==> config.mk <==
export PLATFORM = sky130hd
export DESIGN_NAME = ppsc_device_flat
export DESIGN_NICKNAME = d
export VERILOG_FILES = /design/src/ppsc_pkg.sv /design/src/ppsc_link_if.sv /design/src/ppsc_device.sv /design/src/flat_wrapper.sv
export VERILOG_INCLUDE_DIRS = /design/src /design/src/src
export SDC_FILE = /design/constraint.sdc
export NUM_CORES = 1
export LEC_CHECK = 0
export ABC_AREA = 0
export ABC_CLOCK_PERIOD_IN_PS = 5800
export BUFFER_PORTS_ARGS = -buffer_cell sky130_fd_sc_hd__buf_2
export CAP_MARGIN = 30
export CORE_UTILIZATION = 45
export DETAILED_ROUTE_END_ITERATION = 8
export PLACE_DENSITY_LB_ADDON = 0.25
export SLEW_MARGIN = 5
export SYNTH_ARGS = -nofsm -noshare
export SYNTH_HDL_FRONTEND = slang
export SYNTH_SLANG_ARGS = --single-unit
==> constraint.sdc <==
create_clock -name CLOCK -period 5.8 [get_ports CLOCK]
set_input_delay 0.58 -clock CLOCK [delete_from_list [all_inputs] [get_ports CLOCK]]
set_output_delay 0.58 -clock CLOCK [all_outputs]
set_load 0.1 [all_outputs]
==> src/ppsc_consts.svh <==
`ifndef PPSC_CONSTS_SVH
`define PPSC_CONSTS_SVH

// sleep-state field encodings carried in a stop-clock packet
`define PPSC_SLEEP_C2 3'h2
`define PPSC_SLEEP_C3 3'h3
`define PPSC_SLEEP_W 3

// core voltage select codes
`define PPSC_VSEL_W 5
`define PPSC_VSEL_NORMAL 5'h10
`define PPSC_VSEL_DEEP 5'h10
`define PPSC_VSEL_MIN 5'h02

// pll relock time after clock restart, ns, and cycles at 50 ns
`define PPSC_CLK_NS 50
`define PPSC_RELOCK_NS 2000
`define PPSC_RELOCK_CYC ((`PPSC_RELOCK_NS + `PPSC_CLK_NS - 1) / `PPSC_CLK_NS)

// reference clock activity: cycles without an edge before "stopped"
`define PPSC_REFIDLE_CYC 4

// number of interrupt lines
`define PPSC_IRQ_W 8

`endif

==> src/ppsc_pkg.sv <==
`default_nettype none
`include "ppsc_consts.svh"
package ppsc_pkg;
	// processor power state, binary coded
	typedef enum logic [2:0] {
		PPSC_NORMAL = 3'h0,
		PPSC_HALT = 3'h1,
		PPSC_QUICK = 3'h2,
		PPSC_DEEP = 3'h3,
		PPSC_XDEEP = 3'h4,
		PPSC_RELOCK = 3'h5,
		PPSC_INIT = 3'h6
	} ppsc_state_e;
	typedef logic [`PPSC_SLEEP_W-1:0] ppsc_sleep_t;
endpackage
`default_nettype wire

==> src/ppsc_link_if.sv <==
`default_nettype none
`include "ppsc_consts.svh"
// link between the southbridge end and the processor power controller
interface ppsc_link_if;
	logic stpclk_valid;
	logic [`PPSC_SLEEP_W-1:0] sleep_state_field;
	logic link_stop;
	logic input_ref_clock;
	logic core_low;
	logic [`PPSC_VSEL_W-1:0] core_voltage_select;
	logic sleeping;
	modport device (
		input stpclk_valid, sleep_state_field, link_stop,
		input input_ref_clock, core_low,
		output core_voltage_select, sleeping
	);
	modport host (
		output stpclk_valid, sleep_state_field, link_stop,
		output input_ref_clock, core_low,
		input core_voltage_select, sleeping
	);
endinterface
`default_nettype wire

==> src/ppsc_device.sv <==
`default_nettype none
`include "ppsc_consts.svh"
module ppsc_device
	import ppsc_pkg::*;
#(
	parameter int IRQ_W = `PPSC_IRQ_W,
	parameter int RELOCK_CYC = `PPSC_RELOCK_CYC
) (
	input wire logic CLOCK,
	input wire logic RST,
	ppsc_link_if.device LINK,
	input wire logic HW_RESET,
	input wire logic HALT_EXEC,
	input wire logic WANT_LOW_V,
	input wire logic WAKE,
	input wire logic [IRQ_W-1:0] IRQ_IN,
	input wire logic SNOOP_REQ,
	output logic CORE_RUN,
	output logic SDRAM_SAVE,
	output logic SDRAM_SELF_REFRESH,
	output logic PLL_ON,
	output logic CTRL_RUN,
	output logic SNOOP_ACK,
	output logic [IRQ_W-1:0] IRQ_SERVE,
	output logic INIT_PULSE,
	output logic [2:0] STATE
);

	ppsc_state_e state_r, state_nxt;
	logic [IRQ_W-1:0] pend_r;
	logic [15:0] relock_cnt_r;
	logic [2:0] ref_hist_r;
	logic [3:0] idle_cnt_r;
	logic ref_alive;
	logic [`PPSC_VSEL_W-1:0] vsel_r;
	logic sleeping_r;
	logic stp_c2, stp_c3, awake;
	logic hw_rst_ok;

	// ----------------------------------------
	// reference clock activity
	// ----------------------------------------
	// history sampled: first flop read only by the second
	always_ff @(posedge CLOCK or posedge RST) begin
		if (RST) begin
			ref_hist_r <= 3'h0;
		end else begin
			ref_hist_r <= {ref_hist_r[1:0], LINK.input_ref_clock};
		end
	end

	// count cycles since the last edge of the reference clock
	always_ff @(posedge CLOCK or posedge RST) begin
		if (RST) begin
			idle_cnt_r <= 4'h0;
		end else if (ref_hist_r[2] != ref_hist_r[1]) begin
			idle_cnt_r <= 4'h0;
		end else if (idle_cnt_r != 4'(`PPSC_REFIDLE_CYC)) begin
			idle_cnt_r <= idle_cnt_r + 4'h1;
		end
	end
	assign ref_alive = (idle_cnt_r != 4'(`PPSC_REFIDLE_CYC));

	// ----------------------------------------
	// state transitions
	// ----------------------------------------
	assign stp_c2 = LINK.stpclk_valid &&
		LINK.sleep_state_field == `PPSC_SLEEP_C2;
	assign stp_c3 = LINK.stpclk_valid &&
		LINK.sleep_state_field == `PPSC_SLEEP_C3;
	assign awake = (state_r == PPSC_NORMAL) || (state_r == PPSC_HALT);
	// ignore reset, idle clock
	// a stalled reference cannot clock a clean init, so drop reset
	assign hw_rst_ok = HW_RESET && ref_alive;

	// next power state
	always_comb begin
		state_nxt = state_r;
		case (state_r)
			PPSC_NORMAL: begin
				if (stp_c3)
					state_nxt = PPSC_DEEP;
				else if (stp_c2)
					state_nxt = PPSC_QUICK;
				else if (HALT_EXEC)
					state_nxt = PPSC_HALT;
			end
			PPSC_HALT: begin
				if (stp_c3)
					state_nxt = PPSC_DEEP;
				else if (stp_c2)
					state_nxt = PPSC_QUICK;
				else if (hw_rst_ok || (|IRQ_IN))
					state_nxt = PPSC_NORMAL;
			end
			PPSC_QUICK: begin
				if (hw_rst_ok)
					state_nxt = PPSC_INIT;
				else if (WAKE)
					state_nxt = PPSC_NORMAL;
			end
			PPSC_INIT: state_nxt = PPSC_NORMAL;
			PPSC_DEEP: begin
				if (LINK.core_low)
					state_nxt = PPSC_XDEEP;
				else if (WAKE && ref_alive)
					state_nxt = PPSC_RELOCK;
			end
			PPSC_XDEEP: begin
				if (!LINK.core_low && WAKE && ref_alive)
					state_nxt = PPSC_RELOCK;
			end
			PPSC_RELOCK: begin
				if (relock_cnt_r == 16'h0)
					state_nxt = PPSC_NORMAL;
			end
			default: state_nxt = PPSC_NORMAL;
		endcase
	end

	// state register; hw reset only counts while ref clock runs
	always_ff @(posedge CLOCK or posedge RST) begin
		if (RST) begin
			state_r <= PPSC_NORMAL;
		end else begin
			state_r <= state_nxt;
		end
	end

	always_ff @(posedge CLOCK or posedge RST) begin
		if (RST) begin
			relock_cnt_r <= 16'h0;
		end else if (state_r != PPSC_RELOCK) begin
			relock_cnt_r <= 16'(RELOCK_CYC - 1);
		end else if (relock_cnt_r != 16'h0) begin
			relock_cnt_r <= relock_cnt_r - 16'h1;
		end
	end

	// ----------------------------------------
	// interrupts and snoops
	// ----------------------------------------
	// one pending bit per line, no count
	always_ff @(posedge CLOCK or posedge RST) begin
		if (RST) begin
			pend_r <= '0;
		end else if (state_r == PPSC_QUICK) begin
			pend_r <= pend_r | IRQ_IN;
		end else if (state_r == PPSC_NORMAL) begin
			pend_r <= '0;
		end
	end

	// serve interrupts when running; latched ones on return to normal
	always_ff @(posedge CLOCK or posedge RST) begin
		if (RST) begin
			IRQ_SERVE <= '0;
		end else if (state_r == PPSC_NORMAL) begin
			IRQ_SERVE <= IRQ_IN | pend_r;
		end else begin
			IRQ_SERVE <= '0;
		end
	end

	// snoops in awake and quick start only
	always_ff @(posedge CLOCK or posedge RST) begin
		if (RST) begin
			SNOOP_ACK <= 1'b0;
		end else begin
			SNOOP_ACK <= SNOOP_REQ && (awake || state_r == PPSC_QUICK);
		end
	end

	// ----------------------------------------
	// power outputs
	// ----------------------------------------
	// registered from next state so outputs track state_r exactly
	always_ff @(posedge CLOCK or posedge RST) begin
		if (RST) begin
			CORE_RUN <= 1'b1;
			SDRAM_SAVE <= 1'b0;
			SDRAM_SELF_REFRESH <= 1'b0;
			PLL_ON <= 1'b1;
			CTRL_RUN <= 1'b1;
			INIT_PULSE <= 1'b0;
			STATE <= 3'h0;
			sleeping_r <= 1'b0;
		end else begin
			CORE_RUN <= (state_nxt == PPSC_NORMAL);
			SDRAM_SAVE <= (state_nxt == PPSC_QUICK);
			SDRAM_SELF_REFRESH <= (state_nxt == PPSC_DEEP) ||
				(state_nxt == PPSC_XDEEP);
			PLL_ON <= !((state_nxt == PPSC_DEEP) ||
				(state_nxt == PPSC_XDEEP));
			CTRL_RUN <= (state_nxt != PPSC_DEEP) &&
				(state_nxt != PPSC_XDEEP) && (state_nxt != PPSC_RELOCK);
			INIT_PULSE <= (state_nxt == PPSC_INIT);
			STATE <= state_nxt;
			sleeping_r <= (state_nxt == PPSC_DEEP) ||
				(state_nxt == PPSC_XDEEP);
		end
	end

	// voltage select to regulator
	// minimum code only once the extended state holds, never before
	always_ff @(posedge CLOCK or posedge RST) begin
		if (RST) begin
			vsel_r <= `PPSC_VSEL_NORMAL;
		end else if (state_r == PPSC_XDEEP && WANT_LOW_V) begin
			vsel_r <= `PPSC_VSEL_MIN;
		end else begin
			vsel_r <= `PPSC_VSEL_NORMAL;
		end
	end
	assign LINK.core_voltage_select = vsel_r;
	assign LINK.sleeping = sleeping_r;

endmodule
`default_nettype wire

==> src/flat_wrapper.sv <==
// flat-port wrapper written by rule: the top's interface ports become plain ports
module ppsc_device_flat import ppsc_pkg::*;
#(
	parameter int IRQ_W = `PPSC_IRQ_W,
	parameter int RELOCK_CYC = `PPSC_RELOCK_CYC
)
  (CLOCK, RST, HW_RESET, HALT_EXEC, WANT_LOW_V, WAKE, IRQ_IN, SNOOP_REQ, CORE_RUN, SDRAM_SAVE, SDRAM_SELF_REFRESH, PLL_ON, CTRL_RUN, SNOOP_ACK, IRQ_SERVE, INIT_PULSE, STATE, LINK_stpclk_valid, LINK_sleep_state_field, LINK_link_stop, LINK_input_ref_clock, LINK_core_low, LINK_core_voltage_select, LINK_sleeping);
  ppsc_link_if LINK_i ();
  input wire logic CLOCK;
  input wire logic RST;
  input wire logic HW_RESET;
  input wire logic HALT_EXEC;
  input wire logic WANT_LOW_V;
  input wire logic WAKE;
  input wire logic [IRQ_W-1:0] IRQ_IN;
  input wire logic SNOOP_REQ;
  output logic CORE_RUN;
  output logic SDRAM_SAVE;
  output logic SDRAM_SELF_REFRESH;
  output logic PLL_ON;
  output logic CTRL_RUN;
  output logic SNOOP_ACK;
  output logic [IRQ_W-1:0] IRQ_SERVE;
  output logic INIT_PULSE;
  output logic [2:0] STATE;
  input wire logic [$bits(LINK_i.stpclk_valid)-1:0] LINK_stpclk_valid;
  input wire logic [$bits(LINK_i.sleep_state_field)-1:0] LINK_sleep_state_field;
  input wire logic [$bits(LINK_i.link_stop)-1:0] LINK_link_stop;
  input wire logic [$bits(LINK_i.input_ref_clock)-1:0] LINK_input_ref_clock;
  input wire logic [$bits(LINK_i.core_low)-1:0] LINK_core_low;
  output wire logic [$bits(LINK_i.core_voltage_select)-1:0] LINK_core_voltage_select;
  output wire logic [$bits(LINK_i.sleeping)-1:0] LINK_sleeping;
  assign LINK_i.stpclk_valid = LINK_stpclk_valid;
  assign LINK_i.sleep_state_field = LINK_sleep_state_field;
  assign LINK_i.link_stop = LINK_link_stop;
  assign LINK_i.input_ref_clock = LINK_input_ref_clock;
  assign LINK_i.core_low = LINK_core_low;
  assign LINK_core_voltage_select = LINK_i.core_voltage_select;
  assign LINK_sleeping = LINK_i.sleeping;
  ppsc_device #(.IRQ_W(IRQ_W), .RELOCK_CYC(RELOCK_CYC)) u_core (.CLOCK(CLOCK), .RST(RST), .LINK(LINK_i), .HW_RESET(HW_RESET), .HALT_EXEC(HALT_EXEC), .WANT_LOW_V(WANT_LOW_V), .WAKE(WAKE), .IRQ_IN(IRQ_IN), .SNOOP_REQ(SNOOP_REQ), .CORE_RUN(CORE_RUN), .SDRAM_SAVE(SDRAM_SAVE), .SDRAM_SELF_REFRESH(SDRAM_SELF_REFRESH), .PLL_ON(PLL_ON), .CTRL_RUN(CTRL_RUN), .SNOOP_ACK(SNOOP_ACK), .IRQ_SERVE(IRQ_SERVE), .INIT_PULSE(INIT_PULSE), .STATE(STATE));
endmodule
## Yosys cells after proc, flatten, opt, wreduce, memory -nomap -nowiden

Index checks and enable logic that the tools add are counted.

- Flip-flop bits (word level): 54
- Bits in latches: 0
- Bits in writable memories: 0
- ROM bits: 0
- Bits of input ports: 22
- Output and inout bits: 24
- Word-level logic and storage cells: 79
- Memories kept: 0

- $add $sub $neg: 2
- Multiply operators: 0
- Divide/modulo/power cells: 0
- Magnitude comparators: 0
- Equal/unequal tests: 17
- Shifts and indexed selects: 0
- Multiplexer cells: 21
- Bitwise gates (word level): 1
- Reduce and logical (&&, ||, !) cells: 24

Operators with widths:

| kind | number |
|---|---|
| 2-to-1 mux 3 bit | 12 |
| 2-to-1 mux 16 bit | 2 |
| 2-to-1 mux 8 bit | 3 |
| == test 3 x 2 -> 1 bit, second input constant | 6 |
| one-hot mux 3 bit (6 select lines) | 1 |
| logical NOT 16 bit | 1 |
| nonzero test 16 bit | 1 |
| subtractor 16 x 1 -> 16 bit, second input constant | 1 |
| == test 3 bit, second input constant | 4 |
| logical AND 1 bit | 10 |
| inequality test 3 bit, second input constant | 3 |
| 2-to-1 mux 4 bit | 2 |
| bitwise OR 8 bit | 1 |
| OR reduction 8 bit | 1 |
| logical NOT 3 bit | 2 |
| nonzero test 2 bit | 3 |
| 2-to-1 mux 5 bit | 1 |
| adder 4 x 1 -> 4 bit, second input constant | 1 |
| logical OR 1 bit | 4 |
| inequality test 4 x 3 -> 1 bit, second input constant | 1 |
| == test 3 x 1 -> 1 bit, second input constant | 1 |
| inequality test 3 x 2 -> 1 bit, second input constant | 1 |
| logical NOT 1 bit | 2 |
| inequality test 1 bit | 1 |

## Longest topological paths before layout

Gate-level depths: netlist of the first run.

- Depth in word-level cells: 10
- Depth in mapped cells: 9
- Depth with buffers taken out: 7

## Worst setup path before layout of the first run

Ideal clock, no wire load.

- Path kind: flip-flop to flip-flop
- Start: reg u_core.state_r[0]
- End: reg u_core.SDRAM_SELF_REFRESH
- Arrival: 2.230 ns
- Data required time: 5.678 ns
- Setup slack: 3.449 ns
- Stages on the path, launching flop included: 7
- Path buffers: 1
- Clock period less this slack: 2.351 ns
- Cells stage by stage: dfrtp_1 clkbuf_1 nor2_1 nand4_1 o2111ai_1 and2_1 a32o_1

RTL lines:

| item | RTL line | text |
|---|---|---|
| from (decl) | ppsc_device.sv:29 | `ppsc_state_e state_r, state_nxt;` |
| from (signal assigned) | ppsc_device.sv:126 | `state_r <= state_nxt;` |
| == test 3 bit, or another cell as far along | ppsc_device.sv:79 | `case (state_r)` |
| one-hot mux 3 bit (6 select lines) * | ppsc_device.sv:79 |  |
| net u_core.state_nxt[1] | ppsc_device.sv:29 |  |
| == test 3 x 2 -> 1 bit / == test 3 bit (equally long branches) | ppsc_device.sv:191, ppsc_device.sv:192 |  |
| logical OR 1 bit * | ppsc_device.sv:191 | `SDRAM_SELF_REFRESH <= (state_nxt == PPSC_DEEP) \|\|` |
| to (signal assigned) | ppsc_device.sv:191 |  |
| to (decl) | ppsc_device.sv:20 | `output logic SDRAM_SELF_REFRESH,` |

Mark *: on every way through the listed nets, which the timed path passes. The rest lies on a longest branch.
A chain may end at the register's enable or synchronous reset.

## Worst setup path after layout of the first run

- Start: reg u_core.relock_cnt_r[0]
- End: reg u_core.SDRAM_SELF_REFRESH

- Word-level cells in the longest chain between the ends: 5

RTL lines:

| item | RTL line | text |
|---|---|---|
| from (decl) | ppsc_device.sv:31 | `logic [15:0] relock_cnt_r;` |
| from (signal assigned) | ppsc_device.sv:134 | `relock_cnt_r <= 16'(RELOCK_CYC - 1);` |
| from (signal assigned) | ppsc_device.sv:136 | `relock_cnt_r <= relock_cnt_r - 16'h1;` |
| logical NOT 16 bit * | ppsc_device.sv:114 | `if (relock_cnt_r == 16'h0)` |
| 2-to-1 mux 3 bit * | ppsc_device.sv:114 |  |
| one-hot mux 3 bit (6 select lines) * | ppsc_device.sv:79 |  |
| == test 3 x 2 -> 1 bit / == test 3 bit (equally long branches) | ppsc_device.sv:191, ppsc_device.sv:192 |  |
| logical OR 1 bit * | ppsc_device.sv:191 |  |

Every way passes the cells marked *; elsewhere a longest branch is shown, timed or not.

==> results.tsv, run 1 <==
metric	value	unit
status	finished clean	
worst reg2reg path depth	7	
top-count cell post-synth	dfrtp_1	
Initial Util	47.90	%
Synth area leader	dfrtp_1	
Async SR Flop Fraction	100.0	%
total wire length	4240	um
Placed Area	0.002555	mm^2
Clk Latency, worst-skew pair	0.30	ns
post-cts resize count	0	
layout cells sized above 1	25.98	%
share of the synthesized area in the top cell type	50.98	%
R2R Path End	u_core.SDRAM_SELF_REFRESH$_DFF_PP0_	
CP startpoint	u_core.relock_cnt_r[0]$_DFFE_PP0P_	
final slew viol count	0	
Avg Cell Area, Syn	10.83	um^2
Crit Path Category	reg -> reg	
routed vias	1643	
Final Util	55.12	%
Post-synth top flop	dfrtp_1	
metal3 WL	283	um
Post-CTS Setup Bufs	0	
antenna-violating nets left	0	
Tightest Pin Transition	0.6632	ns
Final Cycle Share	42.66	%
Ports	46	
metal2 WL	1858	um
die area	0.005418	mm^2
worst setup path end	u_core.SDRAM_SELF_REFRESH$_DFF_PP0_	
Max Cap Viol	0	
Post-synth top cells	dfrtp_1, nor2_1, a21oi_1, inv_1, o21a_1	
setup tns final	0	ns
type of destination of the critical path	register	
Tot Pwr	1.454	mW
Flop pwr share	35.1	%
Clk pwr share	15.0	%
Top Metal Used	met4	
post-synthesis cell area	0.002307	mm^2
I/O Buffers	41	
Finished Cell Area	0.002655	mm^2
Die X	73.61	um
DR DRC count	0	
DP HPWL	2987	um
post-synthesis cell type count	50	
Sink Count	51	
post-DR wirelength/cell	13.21	um
pin count of the biggest net entering global routing	34	
clk_skew	0.008445	ns
Layout Area Growth over Synthesis	15.08	%
P_leak	1.214	nW
first-pass GRT wire length	7272	um
GPL Wtd Cong	0.7402	
sequential area share after synthesis	55.53	%
# diodes	0	
placed cells	313	
setup repair after global routing missed its margin	false	
Post-CTS Hold Fix Bufs	0	
Combinational Power Share	49.9	%
Reg2Reg Setup Slack	3.33	ns
Net count, final	278	
Critical Path Fanout Max	11	
Psw	748.8	uW
Reg area	0.001281	mm^2
Syn. warnings	0	
final hold vios	0	
worst vdd ir	0.3717	mV
cell count after synthesis	213	
switch share	51.50	%
area occupied by multi-input gates	912.1	um^2
P_int	705.1	uW
flop and latch count out of synthesis	51	
DR pass1 iterations	4	
minimum clock period	2.474	ns
number of flops mapped to enable cells by yosys	0	
Starting DRT DRC Count	110	
Worst Path Arrival	2.71	ns
CTS H-Tree Depth	2	
Core ar.	0.004817	mm^2
PD cells	547.6	mW/mm^2
top cells by area, synth	dfrtp_1, dfstp_2, o21a_1, a21oi_1, nor2_1	
DR vias/cell	5.118	
setup violators final	0	
startpoint type of the worst setup path	register	
Clock transition at path regs	0.09	ns
Slew HR	55.63	%
FP Rows	25	
initial antenna violation count	0	
r2r startpoint	u_core.relock_cnt_r[0]$_DFFE_PP0P_	
WP data required	6.03	ns
clk root buf	clkbuf_8	
total gr overflow	0	
CTS tree	done	
Non-Filler Instances	321	
clock tree buffer depth	2	
Max Fclk	0.4042	GHz
# fillers	446	
WL met1	2040	um
total clock buffers created by CTS	5	
Global Route Usage Sum	18.51	%
type of the tightest min-delay check	in -> async	
die height	73.61	um
number of global-route vias before repair	1578	
[routing by layer]
metal  GRT usage [%]  vias up
met5               0        -
met4           8.120        0
met3           6.996        4
met2           27.22       49
met1           24.37      771
li1                -      819
[per-stage QoR]
stage	hold slack (ns)	worst slack, ns
after floorplan	0.3312	3.449
after global placement	0.3337	3.305
after detailed placement	0.3396	3.340
after CTS	0.2618	3.313
after global routing	0.2824	2.987
final	0.2593	3.326
[cell usage in the layout (no fill, tap or decap), types with 4 or more instances in the layout]
cell type / synthesis / layout
or3_1: 4 / 4
clkbuf_8: 0 / 7
dfstp_2: 4 / 4
nand2_1: 10 / 10
a21oi_1: 15 / 15
dfrtp_1: 47 / 47
nor4_1: 4 / 4
inv_1: 12 / 11
nor3_1: 5 / 5
xnor2_1: 5 / 5
nor3b_1: 4 / 4
o21a_1: 11 / 11
nor2b_1: 4 / 4
nor2_1: 20 / 20
o21ai_0: 5 / 5
xor2_1: 6 / 6
buf_2: 1 / 41
[power groups by stage]
stage,combinational (mW),sequential (mW),clock [mW]
6_report,0.726,0.510,0.218
2_1_floorplan,0.255,0.869,0
5_1_grt,0.770,0.521,0.242
3_3_place_gp,0.719,0.516,0
3_5_place_dp,0.729,0.516,0
4_1_cts,0.730,0.511,0.227
[cell type report]
type / instances / share of cell area [%]
Timing Repair Buffer: 43 / 8.765
Tap cell: 67 / 3.157
Sequential cell: 51 / 48.26
Inverter: 12 / 1.697
Multi-Input combinational cell: 140 / 34.35
Clock buffer: 8 / 3.770
[worst min path at each step]
| stage | from | endpoint |
|---|---|---|
| global route | RST | u_core.IRQ_SERVE[6]$_DFF_PP0_ |
| floorplan | u_core.ref_hist_r[0]$_DFF_PP0_ | u_core.ref_hist_r[1]$_DFF_PP0_ |
| CTS | RST | u_core.IRQ_SERVE[2]$_DFF_PP0_ |
| finish | RST | u_core.IRQ_SERVE[6]$_DFF_PP0_ |
| detailed placement | u_core.ref_hist_r[0]$_DFF_PP0_ | u_core.ref_hist_r[1]$_DFF_PP0_ |
| global placement | u_core.ref_hist_r[0]$_DFF_PP0_ | u_core.ref_hist_r[1]$_DFF_PP0_ |
[worst max-delay path, stage by stage (launching register included)]
cell and delay [ns]:
dfrtp_1 0.41, inv_1 0.07, ha_1 0.17, nor3b_1 0.41, nand3_1 0.45, or2_0 0.50
a21oi_2 0.21, a32o_1 0.19
[registers in the layout (all words and copies together) (netlist names), 2 cells and up]
signal / flops
u_core.pend_r: 8
u_core.IRQ_SERVE: 8
u_core.ref_hist_r: 3
u_core.state_r: 3
u_core.relock_cnt_r: 16
u_core.LINK.core_voltage_select: 2
u_core.idle_cnt_r: 4
[kinds of logic after synthesis]
group | share of synthesized area, %
and+or+nand+nor | 16.76
DFF | 55.53
AOI/OAI and AO/OA | 15.62
buffers and inverters | 5.260
xor gates and xnor gates | 4.176
adders and majority gates | 1.627
muxes | 0.8677
other | 0.1625
(Power assumes the default switching activity.)
==> run 2: changes to the inputs <==
--- a/config.mk
+++ b/config.mk
@@ -6,8 +6,8 @@
 export SDC_FILE = /design/constraint.sdc
 export NUM_CORES = 1
 export LEC_CHECK = 0
-export ABC_AREA = 0
-export ABC_CLOCK_PERIOD_IN_PS = 5800
+export ABC_AREA = 1
+export ABC_CLOCK_PERIOD_IN_PS = 2500
 export BUFFER_PORTS_ARGS = -buffer_cell sky130_fd_sc_hd__buf_2
 export CAP_MARGIN = 30
 export CORE_UTILIZATION = 45
==> constraint.sdc (replaced) <==
create_clock -name CLOCK -period 2.5 [get_ports CLOCK]
set_input_delay 0.25 -clock CLOCK [delete_from_list [all_inputs] [get_ports CLOCK]]
set_output_delay 0.25 -clock CLOCK [all_outputs]
set_load 0.1 [all_outputs]
==> run 2 against run 1 <==
Net effect:
- setup slack lost 2.6 ns
- sequential cell count is the same
- first-iteration DRC count shrank 2.7%
- synthesized cell count grew 36%
- core utilization is essentially flat
- via count grew 20%
- total power grew 130%
- synthesized area grew 4.9%
==> results.tsv, run 2 <==
metric	value	unit
first-pass GRT wire length	7555	um
P_int	1.604	mW
final slew viol count	0	
layout cells sized above 1	21.01	%
CTS H-Tree Depth	2	
Avg Cell Area, Syn	8.349	um^2
FP Rows	26	
DR vias/cell	4.826	
Die X	75.35	um
Critical Path Fanout Max	12	
Ports	46	
Regs by FF count	u_core.relock_cnt_r x16, u_core.IRQ_SERVE x8, u_core.pend_r x8	
Flop pwr share	33.8	%
minimum clock period	1.762	ns
cell count after synthesis	290	
antenna-violating nets left	0	
fin worst setup slack	0.7376	ns
Net count, final	362	
Max Fclk	0.5674	GHz
DR pass1 iterations	4	
setup repair after global routing missed its margin	false	
# fillers	483	
Psw	1.698	mW
Post-synth top flop	dfrtp_1	
dpl ws	0.7527	ns
routed vias	1969	
type of the tightest min-delay check	in -> reg	
status	finished clean	
Max Cap Viol	0	
total gr overflow	0	
Crit Path Category	reg -> reg	
Synth area leader	dfrtp_1	
worst vdd ir	0.7282	mV
post-cts resize count	0	
Clk Latency, worst-skew pair	0.31	ns
pin count of the biggest net entering global routing	28	
Async SR Flop Fraction	100.0	%
Global Route Usage Sum	17.77	%
Reg area	0.001281	mm^2
GPL Wtd Cong	0.8738	
die area	0.005678	mm^2
share of the synthesized area in the top cell type	48.58	%
WP data required	2.75	ns
DP HPWL	3426	um
total clock buffers created by CTS	5	
post-DR wirelength/cell	11.15	um
total wire length	4548	um
top-count cell post-synth	nand2_1	
Sink Count	51	
Slew HR	63.62	%
sequential area share after synthesis	52.92	%
Final Util	55.16	%
Clock transition at path regs	0.10	ns
top cells by area, synth	dfrtp_1, nand2_1, nor2_1, inv_1, dfstp_2	
type of destination of the critical path	register	
I/O Buffers	41	
Combinational Power Share	47.9	%
Starting DRT DRC Count	107	
DR DRC count	0	
setup violators final	0	
startpoint type of the worst setup path	register	
post-synthesis cell area	0.002421	mm^2
PD cells	1165	mW/mm^2
flop and latch count out of synthesis	51	
Biggest register	u_core.relock_cnt_r	
most frequent cells in the layout	nand2_1, nor2_1, dfrtp_1	
Tightest Pin Transition	0.5449	ns
switch share	51.42	%
max reg flops	16	
number of global-route vias before repair	1787	
Layout Area Growth over Synthesis	17.11	%
# diodes	0	
Initial Util	47.10	%
Final Cycle Share	70.49	%
CTS tree	done	
clock tree buffer depth	2	
post-synthesis cell type count	27	
P_leak	1.480	nW
setup tns final	0	ns
Worst Path Arrival	2.02	ns
Core ar.	0.005140	mm^2
area occupied by multi-input gates	952.2	um^2
Syn. warnings	0	
Clk pwr share	18.3	%
final hold vios	0	
number of flops mapped to enable cells by yosys	0	
Post-synth top cells	nand2_1, nor2_1, dfrtp_1, inv_1, o21ai_0	
commonest non-fill, non-tap cell in the layout	nand2_1	
die height	75.35	um
clk root buf	clkbuf_8	
initial antenna violation count	0	
clk_skew	0.009863	ns
-- run 2: path summary, 6_finish.rpt --
check                           cells after the start                             end  slack, ns                           start
worst min register to register                      0  u_core.ref_hist_r[1]$_DFF_PP0_       0.35  u_core.ref_hist_r[0]$_DFF_PP0_
worst max register to register                     10       u_core.CTRL_RUN$_DFF_PP1_       0.74     u_core.state_r[0]$_DFF_PP0_
worst max-delay path                               10       u_core.CTRL_RUN$_DFF_PP1_       0.74     u_core.state_r[0]$_DFF_PP0_
worst min-delay path                                1  u_core.ref_hist_r[0]$_DFF_PP0_       0.05            LINK_input_ref_clock
min in group asynchronous                           3  u_core.ref_hist_r[1]$_DFF_PP0_       0.53                             RST
max in group asynchronous                           4         u_core.PLL_ON$_DFF_PP1_       1.37                             RST
-- run 2: power by group through the flow --
stage	registers (mW)	logic, mW	clock network (mW)
global route	1.14	1.69	0.648
floorplan	1.97	0.513	0
global placement	1.13	1.58	0
detailed placement	1.13	1.59	0
CTS	1.12	1.59	0.618
finish	1.12	1.58	0.605
-- run 2: metal layers --
metal / GRT usage, % / vias up / wire length [um]
li1: - / 997 / -
met1: 22.98 / 926 / 2119
met2: 29.56 / 38 / 2183
met3: 3.439 / 8 / 178
met4: 7.202 / 0 / 66
met5: 0 / - / 0
-- run 2: kinds of logic (layout without fill, tap and decap cells) --
logic type / count (synthesis) / count (layout) / synth area share, %
xor+xnor: 7 / 7 / 2.532
buf+inv: 47 / 93 / 8.062
fa+ha+maj: 3 / 3 / 1.551
other cells: 1 / 3 / 0.1549
compound gates: 32 / 32 / 6.874
flops: 51 / 51 / 52.92
simple gates: 149 / 149 / 27.91
-- run 2: stage by stage --
step	instances	cell area (um^2)	power [mW]	hold slack, ns
after floorplan	292	2429	2.483	0.2814
after global placement	399	2704	2.708	0.3280
after detailed placement	399	2704	2.722	0.3312
after CTS	408	2835	3.331	0.04098
after global routing	408	2835	3.472	0.04429
final	408	2835	3.302	0.04739
-- run 2: worst max-delay path, stage by stage (launching register included) --
cell	delay (ns)
dfrtp_1	0.51
nor2_1	0.11
nand2_1	0.32
nand2_1	0.17
nand3_2	0.10
inv_1	0.05
nor2_2	0.11
nand3_2	0.11
nand2_1	0.10
nand2_1	0.07
nand2_1	0.06
-- run 2: layout make-up --
class | count | share of cell area, %
Sequential cell | 51 | 45.19
Multi-Input combinational cell | 194 | 33.58
Timing Repair Buffer | 43 | 8.297
Inverter | 42 | 5.560
Tap cell | 70 | 3.089
Clock buffer | 6 | 2.913
Clock inverter | 2 | 1.368
-- run 2: timing repair --
item	CTS	global route
endpoints found under the hold margin	2	0
buffers inserted	0	0
hold buffers	1	0
==> run 3: changes to the inputs <==
--- a/config.mk
+++ b/config.mk
@@ -6,8 +6,8 @@
 export SDC_FILE = /design/constraint.sdc
 export NUM_CORES = 1
 export LEC_CHECK = 0
-export ABC_AREA = 1
-export ABC_CLOCK_PERIOD_IN_PS = 2500
+export ABC_AREA = 0
+export ABC_CLOCK_PERIOD_IN_PS = 1400
 export BUFFER_PORTS_ARGS = -buffer_cell sky130_fd_sc_hd__buf_2
 export CAP_MARGIN = 30
 export CORE_UTILIZATION = 45
==> constraint.sdc (replaced) <==
create_clock -name CLOCK -period 1.4 [get_ports CLOCK]
set_input_delay 0.14 -clock CLOCK [delete_from_list [all_inputs] [get_ports CLOCK]]
set_output_delay 0.14 -clock CLOCK [all_outputs]
set_load 0.1 [all_outputs]
==> run 3 against run 2 <==
Net effect:
- the run now ends with negative setup slack left
- count of clock-buffer cells in the layout stayed put
- fmax is 15% lower
- clock power is 80% higher
- total power is 120% higher
- die area is 4.6% lower
- worst hold slack worse by 0.0015 ns
- first-iteration DRC count is 14% higher
- sequential share of layout area is 8.3 points lower
- critical path type unchanged
- critical endpoint is now u_core.relock_cnt_r[9]$_DFFE_PP0P_
- largest cell class unchanged
==> results.tsv, run 3 (same netlist as run 1, synthesis figures left out) <==
metric	value	unit
status	complete, but fails checks	
failing checks	negative setup slack	
die height	73.61	um
Final Cycle Share	148.3	%
P_leak	1.602	nW
pin count of the biggest net entering global routing	22	
DR pass1 iterations	4	
Clk Latency, worst-skew pair	0.31	ns
I/O Buffers	41	
post-DR wirelength/cell	13.55	um
Tot Pwr	7.275	mW
Hold Slack	0.04589	ns
clk root buf	clkbuf_8	
PD cells	2088	mW/mm^2
layout cells sized above 1	50.31	%
final slew viol count	0	
Clk pwr share	15.0	%
fin worst setup slack	-0.6756	ns
total wire length	5297	um
CTS tree	done	
setup violators final	25	
Biggest register	u_core.relock_cnt_r	
minimum clock period	2.076	ns
FP Rows	25	
Sink Count	51	
routed vias	1948	
antenna-violating nets left	0	
DR DRC count	0	
clk_skew	0.01254	ns
Reg area	0.001286	mm^2
DR vias/cell	4.982	
P_int	3.832	mW
slowest CP cell	or4_4	
most frequent cells in the layout	buf_4, dfrtp_1, buf_2	
critical-path cell list	or4_4 > or3_4 > or2_1 > a31o_1 > a21oi_2	
final hold vios	0	
max reg flops	16	
# diodes	0	
Layout Area Growth over Synthesis	51.03	%
max incr delay on CP	0.54	ns
Non-Filler Instances	391	
Flop pwr share	28.7	%
Regs by FF count	u_core.relock_cnt_r x16, u_core.IRQ_SERVE x8, u_core.pend_r x8	
placed cells	368	
Psw	3.443	mW
commonest non-fill, non-tap cell in the layout	buf_4	
first-pass GRT wire length	8459	um
switch share	47.33	%
Die X	73.61	um
dpl ws	-0.7712	ns
die area	0.005418	mm^2
area occupied by multi-input gates	0.001096	mm^2
number of global-route vias before repair	1939	
GPL Wtd Cong	0.7904	
type of the tightest min-delay check	in -> reg	
Critical Path Fanout Max	7	
clock tree buffer depth	2	
Max Fclk	0.4818	GHz
# fillers	359	
Core ar.	0.004817	mm^2
WP data required	1.64	ns
Ports	46	
Starting DRT DRC Count	122	
Combinational Power Share	56.3	%
Clock transition at path regs	0.09	ns
worst vdd ir	1.544	mV
Max Cap Viol	0	
Net count, final	348	
setup repair after global routing missed its margin	true	
initial antenna violation count	0	
DP HPWL	3611	um
Initial Util	47.90	%
total gr overflow	0	
Crit Path Category	reg -> reg	
total clock buffers created by CTS	5	
startpoint type of the worst setup path	register	
CTS H-Tree Depth	2	
type of destination of the critical path	register	
Worst Path Arrival	2.31	ns
Global Route Usage Sum	20.55	%
[run 3: critical path: cells and delay by family, from the launching register on]
family / cells / cell delay (ns)
AOI/OAI and AO/OA: 2 / 0.37
DFF: 1 / 0.39
and+or+nand+nor: 3 / 1.24
[run 3: metal layers]
layer / part of all wire (%) / track usage (%)
met1: 46 / 26.73
met2: 49 / 34.25
met3: 3.8 / 4.938
met4: 1.1 / 5.769
met5: 0 / 0
[run 3: worst paths after layout]
check | slack [ns] | startpoint | cells after the start | endpoint
worst max-delay path | -0.68 | u_core.relock_cnt_r[10]$_DFFE_PP0P_ | 5 | u_core.relock_cnt_r[9]$_DFFE_PP0P_
worst min-delay path | 0.05 | SNOOP_REQ | 3 | u_core.SNOOP_ACK$_DFF_PP0_
worst max register to register | -0.68 | u_core.relock_cnt_r[10]$_DFFE_PP0P_ | 5 | u_core.relock_cnt_r[9]$_DFFE_PP0P_
worst min register to register | 0.38 | u_core.ref_hist_r[0]$_DFF_PP0_ | 0 | u_core.ref_hist_r[1]$_DFF_PP0_
max in group asynchronous | 0.53 | RST | 4 | u_core.SNOOP_ACK$_DFF_PP0_
min in group asynchronous | 0.34 | RST | 3 | u_core.IRQ_SERVE[2]$_DFF_PP0_
[run 3: metrics by stage]
| stage | TNS, ns | instance area, um^2 | util [%] |
|---|---|---|---|
| 3_5_place_dp | -14.80 | 3063 | 63.58 |
| 2_1_floorplan | -14.28 | 2394 | - |
| 3_3_place_gp | -13.79 | 3063 | 63.58 |
| 4_1_cts | -13.25 | 3348 | 69.51 |
| 5_1_grt | -14.82 | 3485 | 72.34 |
| 6_report | -12.70 | 3485 | 72.34 |
[run 3: repair_timing]
item | in CTS | in global routing
pin swaps | 9 | 10
hold buffers | 3 | 0
endpoints found under the hold margin | 16 | 0
setup endpoints to repair | 25 | 31
setup buffers | 7 | 7
resized for setup | 20 | 23
[run 3: cell type report]
type / count / share of cell area [%]
timing repair buffer: 113 / 24.45
sequential: 51 / 36.91
inverter: 12 / 1.293
clock inverter: 2 / 1.113
multi-input combinational: 140 / 31.45
clock buffer: 6 / 2.370
tap: 67 / 2.406
[run 3: power groups by stage]
stage / logic [mW] / clock network (mW) / registers (mW)
detailed placement: 3.72 / 0 / 2.11
global placement: 3.68 / 0 / 2.11
CTS: 3.83 / 1.11 / 2.08
finish: 4.09 / 1.09 / 2.09
global route: 4.32 / 1.15 / 2.14
floorplan: 1.23 / 0 / 3.62
